**config.mk**
```make
export PLATFORM = sky130hd
export DESIGN_NAME = agcf_top
export DESIGN_NICKNAME = d
export VERILOG_FILES = /design/src/agcf_pkg.sv /design/src/agcf_sync.sv /design/src/agcf_ivl.sv /design/src/agcf_top.sv
export SDC_FILE = /design/constraint.sdc
export NUM_CORES = 1
export LEC_CHECK = 0
export ABC_AREA = 1
export ABC_CLOCK_PERIOD_IN_PS = 3000
export BUFFER_PORTS_ARGS = -buffer_cell sky130_fd_sc_hd__buf_2
export CAP_MARGIN = 20
export CORE_UTILIZATION = 50
export DETAILED_ROUTE_END_ITERATION = 6
export PLACE_DENSITY_LB_ADDON = 0.25
export SLEW_MARGIN = 20
export SYNTH_ARGS = -nofsm -noshare
export SYNTH_HDL_FRONTEND = slang
export SYNTH_HIERARCHICAL = 1
export SYNTH_SLANG_ARGS = --single-unit
```
**constraint.sdc**
```tcl
create_clock -name REF_CLK -period 3 [get_ports REF_CLK]
set_input_delay 0.6 -clock REF_CLK [delete_from_list [all_inputs] [get_ports REF_CLK]]
set_output_delay 0.6 -clock REF_CLK [all_outputs]
set_load 0.02 [all_outputs]
```
**src/agcf_pkg.sv**
```systemverilog
// Shared constants and types of the gain and fault controller
package agcf_pkg;

    // ****************************************
    // Bus and register map
    // ****************************************
    localparam int unsigned ADDR_W = 8;
    localparam int unsigned DATA_W = 32;
    localparam int unsigned REG_W  = 8;

    localparam logic [7:0] OFF_CTRL    = 8'h00;
    localparam logic [7:0] IDX_STATUS  = 8'h01;
    localparam logic [7:0] OFF_STATUS  = 8'(IDX_STATUS * 4);
    localparam logic [7:0] OFF_MASK    = 8'h08;
    localparam logic [7:0] OFF_ATTACK  = 8'h0C;
    localparam logic [7:0] OFF_RELEASE = 8'h10;
    localparam logic [7:0] OFF_HOLD    = 8'h14;
    localparam logic [7:0] OFF_FIXED   = 8'h18;
    localparam logic [7:0] OFF_MAXGAIN = 8'h1C;
    localparam logic [7:0] OFF_LIMIT   = 8'h20;
    localparam logic [7:0] OFF_GAIN    = 8'h24;

    // ****************************************
    // Field positions
    // ****************************************
    localparam int unsigned CTRL_SHUT   = 0;
    localparam int unsigned CTRL_OFF_L  = 1;
    localparam int unsigned CTRL_OFF_R  = 2;
    localparam int unsigned CTRL_AGC_EN = 3;
    localparam int unsigned CTRL_COMP   = 4;
    localparam int unsigned CTRL_RATIO  = 5;
    localparam int unsigned STAT_DOWN   = 0;
    localparam int unsigned STAT_UP     = 1;
    localparam int unsigned STAT_FAULT  = 3;
    localparam logic [7:0]  STAT_USED   = 8'h0B;
    localparam int unsigned LIMIT_W     = 5;

    // ****************************************
    // Reset values
    // ****************************************
    localparam logic [7:0] CTRL_RST    = 8'h18;
    localparam logic [7:0] MASK_RST    = 8'h00;
    localparam logic [7:0] ATTACK_RST  = 8'h05;
    localparam logic [7:0] RELEASE_RST = 8'h0B;
    localparam logic [7:0] HOLD_RST    = 8'h10;
    localparam logic [7:0] FIXED_RST   = 8'h06;
    localparam logic [7:0] MAXGAIN_RST = 8'h1E;
    localparam logic [7:0] LIMIT_RST   = 8'h1A;

    // ****************************************
    // Gain limits in dB, gain kept in half dB
    // ****************************************
    localparam logic signed [7:0] DB_MIN_COMP   = -8'sh1C;
    localparam logic signed [7:0] DB_MIN_NOCOMP = 8'sh00;
    localparam logic signed [7:0] DB_MAX        = 8'sh1E;
    localparam logic signed [7:0] HALF_STEP     = 8'sh01;

    // ****************************************
    // Timebase
    // ****************************************
    localparam int unsigned CLK_NS  = 10;
    localparam int unsigned TICK_NS = 100000;
    localparam int unsigned TICK_CYC = (TICK_NS + CLK_NS - 1) / CLK_NS;
    localparam int unsigned PIN_N   = 5;

    // ****************************************
    // Types
    // ****************************************
    typedef enum logic [2:0] {
        ST_SHUT  = 3'b001,
        ST_FIXED = 3'b010,
        ST_AGC   = 3'b100
    } agcf_state_t;

    typedef struct packed {
        logic shutdown_n_pin;
        logic short_det;
        logic over_limit;
        logic under_target;
        logic under_gate;
    } agcf_pins_t;

    typedef struct packed {
        logic [1:0] ratio;
        logic       comp_en;
        logic       agc_en;
        logic       off_r;
        logic       off_l;
        logic       software_shutdown_bit;
    } agcf_ctrl_t;

endpackage

```
**src/agcf_sync.sv**
```systemverilog
// Three-stage pin synchroniser with agreement filter
module agcf_sync #(
    parameter int unsigned W = 1
) (
    input  wire logic         clk,
    input  wire logic         rst_n,
    input  wire logic [W-1:0] din,
    output logic      [W-1:0] dout
);

    logic [W-1:0] s1_r;
    logic [W-1:0] s2_r;
    logic [W-1:0] s3_r;
    logic [W-1:0] dout_nxt;

    // ****************************************
    // Per bit chain, output follows agreed level
    // ****************************************
    assign dout_nxt = (s2_r & s3_r) | (dout & (s2_r | s3_r));

    always_ff @(posedge clk)
    begin
        if (!rst_n)
        begin
            s1_r <= {W{1'b0}};
            s2_r <= {W{1'b0}};
            s3_r <= {W{1'b0}};
            dout <= {W{1'b0}};
        end
        else
        begin
            s1_r <= din;
            s2_r <= s1_r;
            s3_r <= s2_r;
            dout <= dout_nxt;
        end
    end

endmodule

```
**src/agcf_ivl.sv**
```systemverilog
// Minimum interval timer counted in timebase ticks
module agcf_ivl (
    input  wire logic       clk,
    input  wire logic       rst_n,
    input  wire logic       tick,
    input  wire logic       clr,
    input  wire logic [7:0] limit,
    output logic            done
);

    logic [7:0] cnt_r;
    logic [7:0] cnt_nxt;
    logic       sat;

    // Saturating tick count since last clear
    assign sat     = (cnt_r == 8'hFF);
    assign cnt_nxt = clr ? 8'h00 : ((tick && !sat) ? cnt_r + 8'h01 : cnt_r);
    assign done    = (cnt_r >= limit);

    always_ff @(posedge clk)
    begin
        if (!rst_n)
        begin
            cnt_r <= 8'hFF;
        end
        else
        begin
            cnt_r <= cnt_nxt;
        end
    end

endmodule

```
**src/agcf_top.sv**
```systemverilog
// Gain control and short fault control with APB registers
//
// Behaviour
// - short fault forces reduced duty cycle mode
// - only shutdown pin or bit ends it
// - short sets fault flag, status bit 3
// - fault flag clears only by host write
// - each channel has own shutdown control
// - attack time spaces gain decrements
// - release time spaces gain increments
// - hold time before first increment after fall
// - below noise gate, gain frozen
// - fixed gain at start and AGC off
// - gain never raised above maximum gain
// - decrement gain while output over limiter
// - every adjustment is one half dB
// - decrement after attack, then restart timers
// - fixed gain range depends on compression
// - steady amplitude leaves gain unchanged
module agcf_top #(
    parameter int unsigned TICK_CYC = agcf_pkg::TICK_CYC
) (
    input  wire logic        REF_CLK,
    input  wire logic        RESETN,
    input  wire logic        PSEL,
    input  wire logic        PENABLE,
    input  wire logic        PWRITE,
    input  wire logic [7:0]  PADDR,
    input  wire logic [31:0] PWDATA,
    output logic      [31:0] PRDATA,
    output logic             PREADY,
    output logic             PSLVERR,
    input  wire logic        SHUTDOWN_N_PIN,
    input  wire logic        SHORT_DET,
    input  wire logic        ENV_OVER_LIMIT,
    input  wire logic        ENV_UNDER_TARGET,
    input  wire logic        ENV_UNDER_GATE,
    output logic      [7:0]  GAIN_HALF_DB,
    output logic      [4:0]  LIMIT_LEVEL,
    output logic      [1:0]  COMP_RATIO,
    output logic             LOW_DUTY,
    output logic      [1:0]  CH_ENABLE,
    output logic             IRQ
);

    // ****************************************
    // Helpers
    // ****************************************
    function automatic logic hit(input logic [7:0] a, input logic [7:0] off);
        hit = (a == off);
    endfunction

    function automatic logic signed [7:0] clamp(
        input logic signed [7:0] v,
        input logic signed [7:0] lo,
        input logic signed [7:0] hi
    );
        clamp = (v < lo) ? lo : ((v > hi) ? hi : v);
    endfunction

    // ****************************************
    // Declarations
    // ****************************************
    agcf_pkg::agcf_pins_t  pins_raw;
    agcf_pkg::agcf_pins_t  pins;
    agcf_pkg::agcf_ctrl_t  ctrl;
    agcf_pkg::agcf_state_t state_r;
    agcf_pkg::agcf_state_t state_nxt;

    logic [7:0]         ctrl_r;
    logic [7:0]         stat_r;
    logic [7:0]         stat_nxt;
    logic [7:0]         mask_r;
    logic [7:0]         attack_r;
    logic [7:0]         release_r;
    logic [7:0]         hold_r;
    logic [7:0]         fixed_r;
    logic [7:0]         maxg_r;
    logic [7:0]         limit_r;
    logic signed [7:0]  gain_r;
    logic signed [7:0]  gain_nxt;
    logic [31:0]        prdata_nxt;
    logic               low_duty_r;
    logic [1:0]         ch_en_r;
    logic [1:0]         ch_en_nxt;
    logic [13:0]        div_r;
    logic               tick;

    logic               setup;
    logic               wr;
    logic               mapped;
    logic [7:0]         wbyte;
    logic [7:0]         rd_mux;
    logic [7:0]         clr_mask;
    logic [7:0]         ev;
    logic               dev_off;
    logic               in_agc;
    logic signed [7:0]  min_db;
    logic signed [7:0]  fixed_hd;
    logic signed [7:0]  max_hd;
    logic signed [7:0]  floor_hd;
    logic               attack_done;
    logic               release_done;
    logic               hold_done;
    logic               dec_go;
    logic               inc_go;
    logic               step;
    logic               hold_clr;

    // ****************************************
    // Pin synchronisers
    // ****************************************
    assign pins_raw = '{shutdown_n_pin: SHUTDOWN_N_PIN, short_det: SHORT_DET,
                        over_limit: ENV_OVER_LIMIT,
                        under_target: ENV_UNDER_TARGET,
                        under_gate: ENV_UNDER_GATE};

    agcf_sync #(
        .W (agcf_pkg::PIN_N)
    ) u_sync (
        .clk   (REF_CLK),
        .rst_n (RESETN),
        .din   (pins_raw),
        .dout  (pins)
    );

    // ****************************************
    // APB decode
    // ****************************************
    assign setup   = PSEL && !PENABLE;
    assign wr      = PSEL && PENABLE && PWRITE && mapped;
    assign wbyte   = PWDATA[7:0];
    assign PREADY  = 1'b1;
    assign PSLVERR = PSEL && PENABLE && !mapped;
    assign mapped  = hit(PADDR, agcf_pkg::OFF_CTRL)
                  || hit(PADDR, agcf_pkg::OFF_STATUS)
                  || hit(PADDR, agcf_pkg::OFF_MASK)
                  || hit(PADDR, agcf_pkg::OFF_ATTACK)
                  || hit(PADDR, agcf_pkg::OFF_RELEASE)
                  || hit(PADDR, agcf_pkg::OFF_HOLD)
                  || hit(PADDR, agcf_pkg::OFF_FIXED)
                  || hit(PADDR, agcf_pkg::OFF_MAXGAIN)
                  || hit(PADDR, agcf_pkg::OFF_LIMIT)
                  || hit(PADDR, agcf_pkg::OFF_GAIN);

    assign rd_mux =
        hit(PADDR, agcf_pkg::OFF_CTRL)    ? ctrl_r :
        hit(PADDR, agcf_pkg::OFF_STATUS)  ? stat_r :
        hit(PADDR, agcf_pkg::OFF_MASK)    ? mask_r :
        hit(PADDR, agcf_pkg::OFF_ATTACK)  ? attack_r :
        hit(PADDR, agcf_pkg::OFF_RELEASE) ? release_r :
        hit(PADDR, agcf_pkg::OFF_HOLD)    ? hold_r :
        hit(PADDR, agcf_pkg::OFF_FIXED)   ? fixed_r :
        hit(PADDR, agcf_pkg::OFF_MAXGAIN) ? maxg_r :
        hit(PADDR, agcf_pkg::OFF_LIMIT)   ? limit_r :
        hit(PADDR, agcf_pkg::OFF_GAIN)    ? gain_r : 8'h00;

    assign prdata_nxt = (setup && !PWRITE) ? {24'h000000, rd_mux} : PRDATA;

    // ****************************************
    // Configuration registers
    // ****************************************
    always_ff @(posedge REF_CLK)
    begin
        if (!RESETN)
        begin
            ctrl_r    <= agcf_pkg::CTRL_RST;
            mask_r    <= agcf_pkg::MASK_RST;
            attack_r  <= agcf_pkg::ATTACK_RST;
            release_r <= agcf_pkg::RELEASE_RST;
            hold_r    <= agcf_pkg::HOLD_RST;
            fixed_r   <= agcf_pkg::FIXED_RST;
            maxg_r    <= agcf_pkg::MAXGAIN_RST;
            limit_r   <= agcf_pkg::LIMIT_RST;
            PRDATA    <= 32'h00000000;
        end
        else
        begin
            if (wr && hit(PADDR, agcf_pkg::OFF_CTRL))    ctrl_r    <= wbyte;
            if (wr && hit(PADDR, agcf_pkg::OFF_MASK))    mask_r    <= wbyte;
            if (wr && hit(PADDR, agcf_pkg::OFF_ATTACK))  attack_r  <= wbyte;
            if (wr && hit(PADDR, agcf_pkg::OFF_RELEASE)) release_r <= wbyte;
            if (wr && hit(PADDR, agcf_pkg::OFF_HOLD))    hold_r    <= wbyte;
            if (wr && hit(PADDR, agcf_pkg::OFF_FIXED))   fixed_r   <= wbyte;
            if (wr && hit(PADDR, agcf_pkg::OFF_MAXGAIN)) maxg_r    <= wbyte;
            if (wr && hit(PADDR, agcf_pkg::OFF_LIMIT))   limit_r   <= wbyte;
            PRDATA <= prdata_nxt;
        end
    end

    assign ctrl = agcf_pkg::agcf_ctrl_t'(ctrl_r[6:0]);

    // ****************************************
    // Status, fault flag and interrupt
    // ****************************************
    assign ev = (8'(pins.short_det) << agcf_pkg::STAT_FAULT)
              | (8'(dec_go) << agcf_pkg::STAT_DOWN)
              | (8'(inc_go) << agcf_pkg::STAT_UP);
    assign clr_mask = (wr && hit(PADDR, agcf_pkg::OFF_STATUS)) ? wbyte : 8'h00;
    // Write one clears, a new event in the same cycle wins
    assign stat_nxt = (stat_r & ~clr_mask | ev) & agcf_pkg::STAT_USED;
    assign IRQ = |(stat_r & mask_r);

    always_ff @(posedge REF_CLK)
    begin
        if (!RESETN)
        begin
            stat_r <= 8'h00;
        end
        else
        begin
            stat_r <= stat_nxt;
        end
    end

    // ****************************************
    // Shutdown and reduced duty cycle
    // ****************************************
    assign dev_off   = !pins.shutdown_n_pin || ctrl.software_shutdown_bit;
    assign ch_en_nxt = {2{!dev_off}} & ~{ctrl.off_r, ctrl.off_l};

    always_ff @(posedge REF_CLK)
    begin
        if (!RESETN)
        begin
            low_duty_r <= 1'b0;
            ch_en_r    <= 2'b00;
        end
        else
        begin
            ch_en_r <= ch_en_nxt;
            if (dev_off)
            begin
                low_duty_r <= 1'b0;
            end
            else if (pins.short_det)
            begin
                low_duty_r <= 1'b1;
            end
        end
    end

    // ****************************************
    // Timebase tick
    // ****************************************
    assign tick = (div_r == 14'(TICK_CYC - 1));

    always_ff @(posedge REF_CLK)
    begin
        if (!RESETN || tick)
        begin
            div_r <= 14'h0000;
        end
        else
        begin
            div_r <= div_r + 14'h0001;
        end
    end

    // ****************************************
    // Gain limits
    // ****************************************
    assign min_db   = ctrl.comp_en ? agcf_pkg::DB_MIN_COMP
                                   : agcf_pkg::DB_MIN_NOCOMP;
    assign fixed_hd = clamp(fixed_r, min_db, agcf_pkg::DB_MAX) <<< 1;
    assign max_hd   = clamp(maxg_r, min_db, agcf_pkg::DB_MAX) <<< 1;
    assign floor_hd = agcf_pkg::DB_MIN_COMP <<< 1;

    // ****************************************
    // Interval timers
    // ****************************************
    assign in_agc   = (state_r == agcf_pkg::ST_AGC) && !dev_off && ctrl.agc_en;
    assign step     = dec_go || inc_go;
    assign hold_clr = !in_agc || pins.over_limit || !pins.under_target;

    agcf_ivl u_attack (
        .clk   (REF_CLK),
        .rst_n (RESETN),
        .tick  (tick),
        .clr   (step || !in_agc),
        .limit (attack_r),
        .done  (attack_done)
    );

    agcf_ivl u_release (
        .clk   (REF_CLK),
        .rst_n (RESETN),
        .tick  (tick),
        .clr   (step || !in_agc),
        .limit (release_r),
        .done  (release_done)
    );

    agcf_ivl u_hold (
        .clk   (REF_CLK),
        .rst_n (RESETN),
        .tick  (tick),
        .clr   (hold_clr),
        .limit (hold_r),
        .done  (hold_done)
    );

    // ****************************************
    // Step decisions
    // ****************************************
    assign dec_go = in_agc && !pins.under_gate
                 && pins.over_limit && attack_done
                 && (gain_r > floor_hd);
    assign inc_go = in_agc && !pins.under_gate && !dec_go
                 && !pins.over_limit && pins.under_target
                 && hold_done && release_done
                 && (gain_r < max_hd);

    // ****************************************
    // Gain state machine
    // ****************************************
    always_comb
    begin
        state_nxt = state_r;
        gain_nxt  = gain_r;
        unique case (state_r)
            agcf_pkg::ST_SHUT:
            begin
                gain_nxt = fixed_hd;
                if (!dev_off)
                begin
                    state_nxt = ctrl.agc_en ? agcf_pkg::ST_AGC
                                            : agcf_pkg::ST_FIXED;
                end
            end
            agcf_pkg::ST_FIXED:
            begin
                gain_nxt = fixed_hd;
                if (dev_off)
                begin
                    state_nxt = agcf_pkg::ST_SHUT;
                end
                else if (ctrl.agc_en)
                begin
                    state_nxt = agcf_pkg::ST_AGC;
                end
            end
            agcf_pkg::ST_AGC:
            begin
                if (dev_off)
                begin
                    state_nxt = agcf_pkg::ST_SHUT;
                end
                else if (!ctrl.agc_en)
                begin
                    state_nxt = agcf_pkg::ST_FIXED;
                end
                else if (dec_go)
                begin
                    gain_nxt = gain_r - agcf_pkg::HALF_STEP;
                end
                else if (inc_go)
                begin
                    gain_nxt = gain_r + agcf_pkg::HALF_STEP;
                end
            end
            default:
            begin
                state_nxt = agcf_pkg::ST_SHUT;
            end
        endcase
    end

    always_ff @(posedge REF_CLK)
    begin
        if (!RESETN)
        begin
            state_r <= agcf_pkg::ST_SHUT;
            gain_r  <= 8'sh00;
        end
        else
        begin
            state_r <= state_nxt;
            gain_r  <= gain_nxt;
        end
    end

    // ****************************************
    // Outputs
    // ****************************************
    assign GAIN_HALF_DB = gain_r;
    assign LIMIT_LEVEL  = limit_r[agcf_pkg::LIMIT_W-1:0];
    assign COMP_RATIO   = ctrl.ratio;
    assign LOW_DUTY     = low_duty_r;
    assign CH_ENABLE    = ch_en_r;

endmodule

```
# Word-level counts from Yosys, hierarchy flattened
# Cells that the tools add are included.
totals:
  out_inout_bits: 53
  regBits: 147
  word_cells: 175
  in_bits: 50
classes:
  muxes: 34
  reduce_logical: 69
  addsub: 6
  magnitude_cmp: 9
  eq_ne: 22
  n_bitwise: 13
ops:
  columns: ["cell", "count"]
  rows:
  - ["8-bit two-way mux", 21]
  - ["8-bit by 5-bit == test with 1-bit output (second input constant)", 4]
  - ["1-bit logical AND", 30]
  - ["7-bit two-way mux", 4]
  - ["8-bit by 1-bit adder with 8-bit output (second input constant)", 3]
  - ["8-bit == test (second input constant)", 3]
  - ["8-bit >= comparator", 3]
  - ["8-bit less-than comparator", 3]
  - ["3-bit two-way mux", 6]
  - ["8-bit by 4-bit == test with 1-bit output (second input constant)", 2]
  - ["8-bit by 6-bit == test with 1-bit output (second input constant)", 2]
  - ["8-bit by 6-bit > comparator with 1-bit output (second input constant)", 2]
  - ["8-bit case mux with 2 select lines", 1]
  - ["1-bit logical OR", 15]
  - ["14-bit by 1-bit adder with 14-bit output (second input constant)", 1]
  - ["14-bit == test (second input constant)", 1]
  - ["1-bit logical NOT", 14]
  - ["5-bit bitwise AND", 2]
  - ["5-bit bitwise OR", 2]
  - ["3-bit != test (second input constant)", 3]
  - ["3-bit case mux with 3 select lines", 1]
  - ["8-bit by 2-bit adder with 8-bit output (second input constant)", 1]
  - ["4-bit by 8-bit bitwise AND with 8-bit output", 1]
  - ["8-bit by 3-bit == test with 1-bit output (second input constant)", 1]
  - ["21 further kinds", 27]

# Longest topological paths before layout
depth:
  depth_word: 21
  ltp_mapped: 23
  mapped_depth_nobuf: 23

# Cells and area by module
# Netlist, hierarchy kept.
by_module_without_submodules:
  columns: ["mod", "cells_each", "seq_area_each_um2", "area_per_inst_um2", "instances"]
  rows:
  - ["agcf_top", 818, 2062.0, 5803.1, 1]
  - ["agcf_ivl", 103, 160.2, 694.4, 3]
  - ["agcf_sync", 67, 400.4, 631.9, 1]

# Worst setup path after synthesis
# No wires, ideal clock.
synth_path:
  path_kind: "reg-to-reg"
  start: "register div_r[0]"
  end: "register div_r[11]"
  stages_incl_launch_ff: 10
  n_path_buf: 1
  arrival_time_ns: 3.119
  t_required_ns: 2.868
  synth_period_minus_slack_ns: 3.251
  path_slack_ns: -0.251
  setup_ns: 0.132
  path_cell_list: "dfxtp_1 ha_1 nand2_1 nor2_1 nand2_1 nor4_1 nor2_1 inv_1 clkbuf_1 nor3_1"
synth_via:
  elab_chain_cells: 2
  word_cells_on_any_way: 3
  classes_between: "add/sub: 1; eq/ne: 1; reduce/logical: 1"
synth_lines:
  columns: ["item", "line_no", "source"]
  rows:
  - ["start, declared", "agcf_top.sv:86", "logic [13:0] div_r;"]
  - ["start signal, assigned", "agcf_top.sv:256", "div_r <= div_r + 14'h0001;"]
  - ["14-bit == test", "agcf_top.sv:246", "assign tick = (div_r == 14'(TICK_CYC - 1));"]
  - ["named net tick", "agcf_top.sv:87", "logic tick;"]
  - ["1-bit logical OR", "agcf_top.sv:250", "if (!RESETN || tick)"]
# The timed path passes the listed nets, and every way through them passes these cells.
# A chain may end at the register's enable or synchronous reset.

# Final worst setup path
layout_path:
  start: "register ctrl_r[4]"
  end: "register gain_r[1] (netlist: GAIN_HALF_DB[1])"
layout_via:
  elab_chain_cells: 7
  word_cells_on_any_way: 10
  classes_between: "order compare: 3; eq/ne: 1; mux: 4; reduce/logical: 2"
layout_lines:
  columns: ["item", "line_no", "source"]
  rows:
  - ["start, declared", "agcf_top.sv:70", "logic [7:0] ctrl_r;"]
  - ["start signal, assigned", "agcf_top.sv:167", "ctrl_r <= agcf_pkg::CTRL_RST;"]
  - ["start signal, assigned", "agcf_top.sv:179", "if (wr && hit(PADDR, agcf_pkg::OFF_CTRL)) ctrl_r <= wbyte;"]
  - ["8-bit two-way mux (*)", "agcf_top.sv:263", "assign min_db = ctrl.comp_en ? agcf_pkg::DB_MIN_COMP"]
  - ["8-bit less-than comparator", "agcf_top.sv:58", "clamp = (v < lo) ? lo : ((v > hi) ? hi : v);"]
  - ["7-bit two-way mux", "agcf_top.sv:58", null]
  - ["8-bit less-than comparator", "agcf_top.sv:312", "&& (gain_r < max_hd);"]
  - ["1-bit logical AND", "agcf_top.sv:312", null]
  - ["3-bit != test (no source line)", null, null]
  - ["4-bit AND reduction (no source line)", null, null]
  - ["end signal, assigned", "agcf_top.sv:379", "gain_r <= gain_nxt;"]
  - ["end, declared", "agcf_top.sv:80", "logic signed [7:0] gain_r;"]
# Every way passes the cells marked *; elsewhere a longest branch is shown, timed or not.

==> results.sh <==
export IMPL_hold_viol_final=0
export IMPL_skew_ns=0.00532
export IMPL_status="complete, no violations"
export IMPL_synth_avg_cell_area_sq_um=7.13
export IMPL_synth_edf_count=0
export IMPL_synthAdderAreaFrac=0.0699
export IMPL_synth_top_family_by_area="simple AND/OR/NAND/NOR gates"
export IMPL_syn_inst=1194
export IMPL_wl_met2_um=9910
export IMPL_grt_pass1_vias=6863
export IMPL_start_util=0.514
export IMPL_clk_pin_slew_ns=0.06
export IMPL_rrSetupSlack_ns=0.13
export IMPL_cap_violations=0
export IMPL_routed_wl_um=21700
export IMPL_grt_pass1_wl_um=34600
export IMPL_finalCritPeriodShare=0.958
export IMPL_syn_cell_area_sq_mm=0.00852
export IMPL_cts_root_buf="clkbuf_16"
export IMPL_drt_iter0_markers=805
export IMPL_fin_ws_ns=0.126
export IMPL_hold_class="primary input to flip-flop"
export IMPL_final_min_clock_period_ns=2.87
export IMPL_placed_area_sq_mm=0.00906
export IMPL_fp_dieH_um=133
export IMPL_seq_area_frac_synth=0.345
export IMPL_hold_ws_ns=0.352
export IMPL_tns_ns=0
export IMPL_cp_slowest_cell="dfxtp_2"
export IMPL_cts_tree="built"
export IMPL_leakage_uw=0.00449
export IMPL_cp_required_ns=3.35
export IMPL_antenna_cells=0
export IMPL_cts_made_buffers=17
export IMPL_overflow=0
export IMPL_syn_to_final_growth_pct=16.9
export IMPL_yosys_area_share_simple=0.304
export IMPL_power_density_mw_per_mm2=451
export IMPL_grt_use_total=0.249
export IMPL_viasPerCell=5.24
export IMPL_largest_register="div_r"
export IMPL_slowest_delay_ns=0.35
export IMPL_async_reset_ff_frac=0
export IMPL_irDropWorstVdd_mv=0.378
export IMPL_dp_slack_ns=-0.144
export IMPL_grt_antenna_before_repair=0
export IMPL_worstSetupStartpointType="flip-flop"
export IMPL_path_buf_inv=4
export IMPL_layout_nets=1372
export IMPL_cp_end_kind="flip-flop"
export IMPL_critPathMaxFanout=7
export IMPL_clock_sinks=147
export IMPL_post_route_util=0.600
export IMPL_setup_viol=0
export IMPL_synth_compound_area_frac=0.142
export IMPL_wl_per_cell_um=14.4
export IMPL_cts_path_max_buffers=2
export IMPL_drive_above_1_share=0.203
export IMPL_die_width_um=133
export IMPL_path_delay_family="simple AND/OR/NAND/NOR gates"
export IMPL_grt_max_degree=49
export IMPL_fmax_mhz=348
export IMPL_vias=7908
export IMPL_wl_met3_um=1370
export IMPL_pin_count=103
export IMPL_cp_common_cell="nand2_1"
export IMPL_htree_levels=4
export IMPL_die_area_sq_mm=0.0176
export IMPL_synth_xor_area_share=0.0134
export IMPL_worstPathCellList="inv_4 > ha_1 > nand2_1 > inv_2 > a21oi_2 > nand3_4 > nand2_4 > inv_4 > o21ai_2 > nand2_1 > ha_1 > nand2_2 > nor2_1 > nand2_1 > nand2_1 > nand2_2 > nand3_2 > buf_4 > nand3_4 > nand2_1 > nand2_1 > nor2_1"
export IMPL_gp_congestion=0.947
export IMPL_synth_top_flop_cell="dfxtp_1"
export IMPL_n_fill_cell=1515
export IMPL_crit_type="flip-flop to flip-flop"
export IMPL_multi_input_area_sq_mm=0.00487
export IMPL_yosysWarnings=6
export IMPL_wl_met1_um=10000
export IMPL_clk_latency_ns=0.43
export IMPL_fp_coreArea_sq_mm=0.0166
export IMPL_highest_layer="met4"
export IMPL_largest_reg_flops=14
export IMPL_drc=0
export IMPL_antenna_left=0
export IMPL_first_pass_iters=5
export IMPL_synth_seq_cells=147
export IMPL_synthMuxAreaShare=0
export IMPL_hpwlAfterDp_um=15700
export IMPL_synth_cell_type_count=53
export IMPL_numPortBuffers=53
export IMPL_stdcell_area_sq_mm=0.00996
export IMPL_arrival_ns=3.23
export IMPL_final_seq_area_sq_mm=0.00295
export IMPL_rsz0062_at_grt="yes"
export IMPL_slew_violations=0
export IMPL_row_count=47
-- synth_stat cells (all sizes together) (2+ instances only) --
library cell | instances | area, sq um
nand3b | 3 | 35.0
xor2 | 9 | 78.8
o221ai | 5 | 43.8
nand4 | 15 | 93.8
dfxtp | 147 | 2940
o2111ai | 5 | 50.0
o21ai | 71 | 378
o31ai | 2 | 15.0
ha | 46 | 576
clkbuf | 14 | 52.6
conb | 2 | 7.51
o22ai | 3 | 18.8
a21oi | 109 | 553
nand2 | 256 | 1070
nor3b | 2 | 15.0
xnor2 | 4 | 35.0
nor2 | 126 | 627
o211ai | 10 | 90.1
or2 | 3 | 18.8
nor3 | 20 | 123
nand3 | 114 | 593
buf | 47 | 360
inv | 170 | 643
o311ai | 2 | 17.5
-- per-layer routing --
layer | GRT usage | vias up
met5 | 0 | -
met4 | 0.0798 | 0
met3 | 0.0502 | 30
met2 | 0.390 | 251
met1 | 0.342 | 3605
li1 | - | 4022
-- final timing paths --
| path | start | endpoint | depth (start not counted) |
|---|---|---|---|
| worst max register to register | ctrl_r[4]$_SDFFE_PN1P_ | GAIN_HALF_DB[1]$_SDFFE_PN0P_ | 22 |
| worst max-delay path | ctrl_r[4]$_SDFFE_PN1P_ | GAIN_HALF_DB[1]$_SDFFE_PN0P_ | 22 |
| worst min register to register | u_sync/s1_r[2]$_SDFF_PN0_ | u_sync/s2_r[2]$_SDFF_PN0_ | 2 |
| worst min-delay path | ENV_UNDER_GATE | u_sync/s1_r[0]$_SDFF_PN0_ | 3 |
-- placed cells by master, fill, tap and decap left out, types with 10 or more instances in the layout --
cell         n
nor3_1      17
nor2_4      18
nand2_2     12
nor2_1      98
nand3_1    104
buf_2       52
inv_1      142
nand4_1     15
o21ai_0     47
clkbuf_16   17
o21ai_1     14
a21oi_1    103
o21ai_2     10
dfxtp_1    141
nand2_1    234
conb_1      25
buf_4       46
inv_2       25
ha_1        40
-- repair_timing --
action / in CTS / in global routing
setup buffers: 2 / 3
gates resized for setup: 12 / 61
pin swaps: 11 / 36
hold buffers: 0 / 0
endpoints found under the setup margin: 23 / 24
gates cloned: 0 / 1
-- report_power, final --
group / internal (uW) / total, uW / switching (uW)
Combinational: 101 / 313 / 213
Clock: 1310 / 2160 / 847
Sequential: 1990 / 2020 / 32.1
Total: 3400 / 4490 / 1090
-- metrics by stage --
stage          power, uW  instances
2_1_floorplan       2290       1217
3_3_place_gp        2350       1472
3_5_place_dp        2360       1472
4_1_cts             4510       1506
5_1_grt             4650       1508
6_report            4490       1508
-- layout make-up --
cell class | instances | area share
Sequential cell | 147 | 0.296
Inverter | 171 | 0.0656
Tap cell | 220 | 0.0276
Timing Repair Buffer | 99 | 0.0620
Clock inverter | 12 | 0.0156
Clock buffer | 20 | 0.0439
Multi-Input combinational cell | 839 | 0.489
-- logic make-up (layout without fill, tap and decap cells) --
group,Yosys count,after routing
buffers and inverters,232,302
DFF,147,147
xor gates and xnor gates,13,13
adders and majority gates,47,47
AOI/OAI and AO/OA,212,212
other,2,25
and+or+nand+nor,541,542
-- worst min-delay path: cells and delay by family --
family,cells,cell delay [ns]
AND/OR/NAND/NOR,1,0.04
buffers and inverters,2,0.11
No activity file was read; power rests on OpenSTA's default activity.
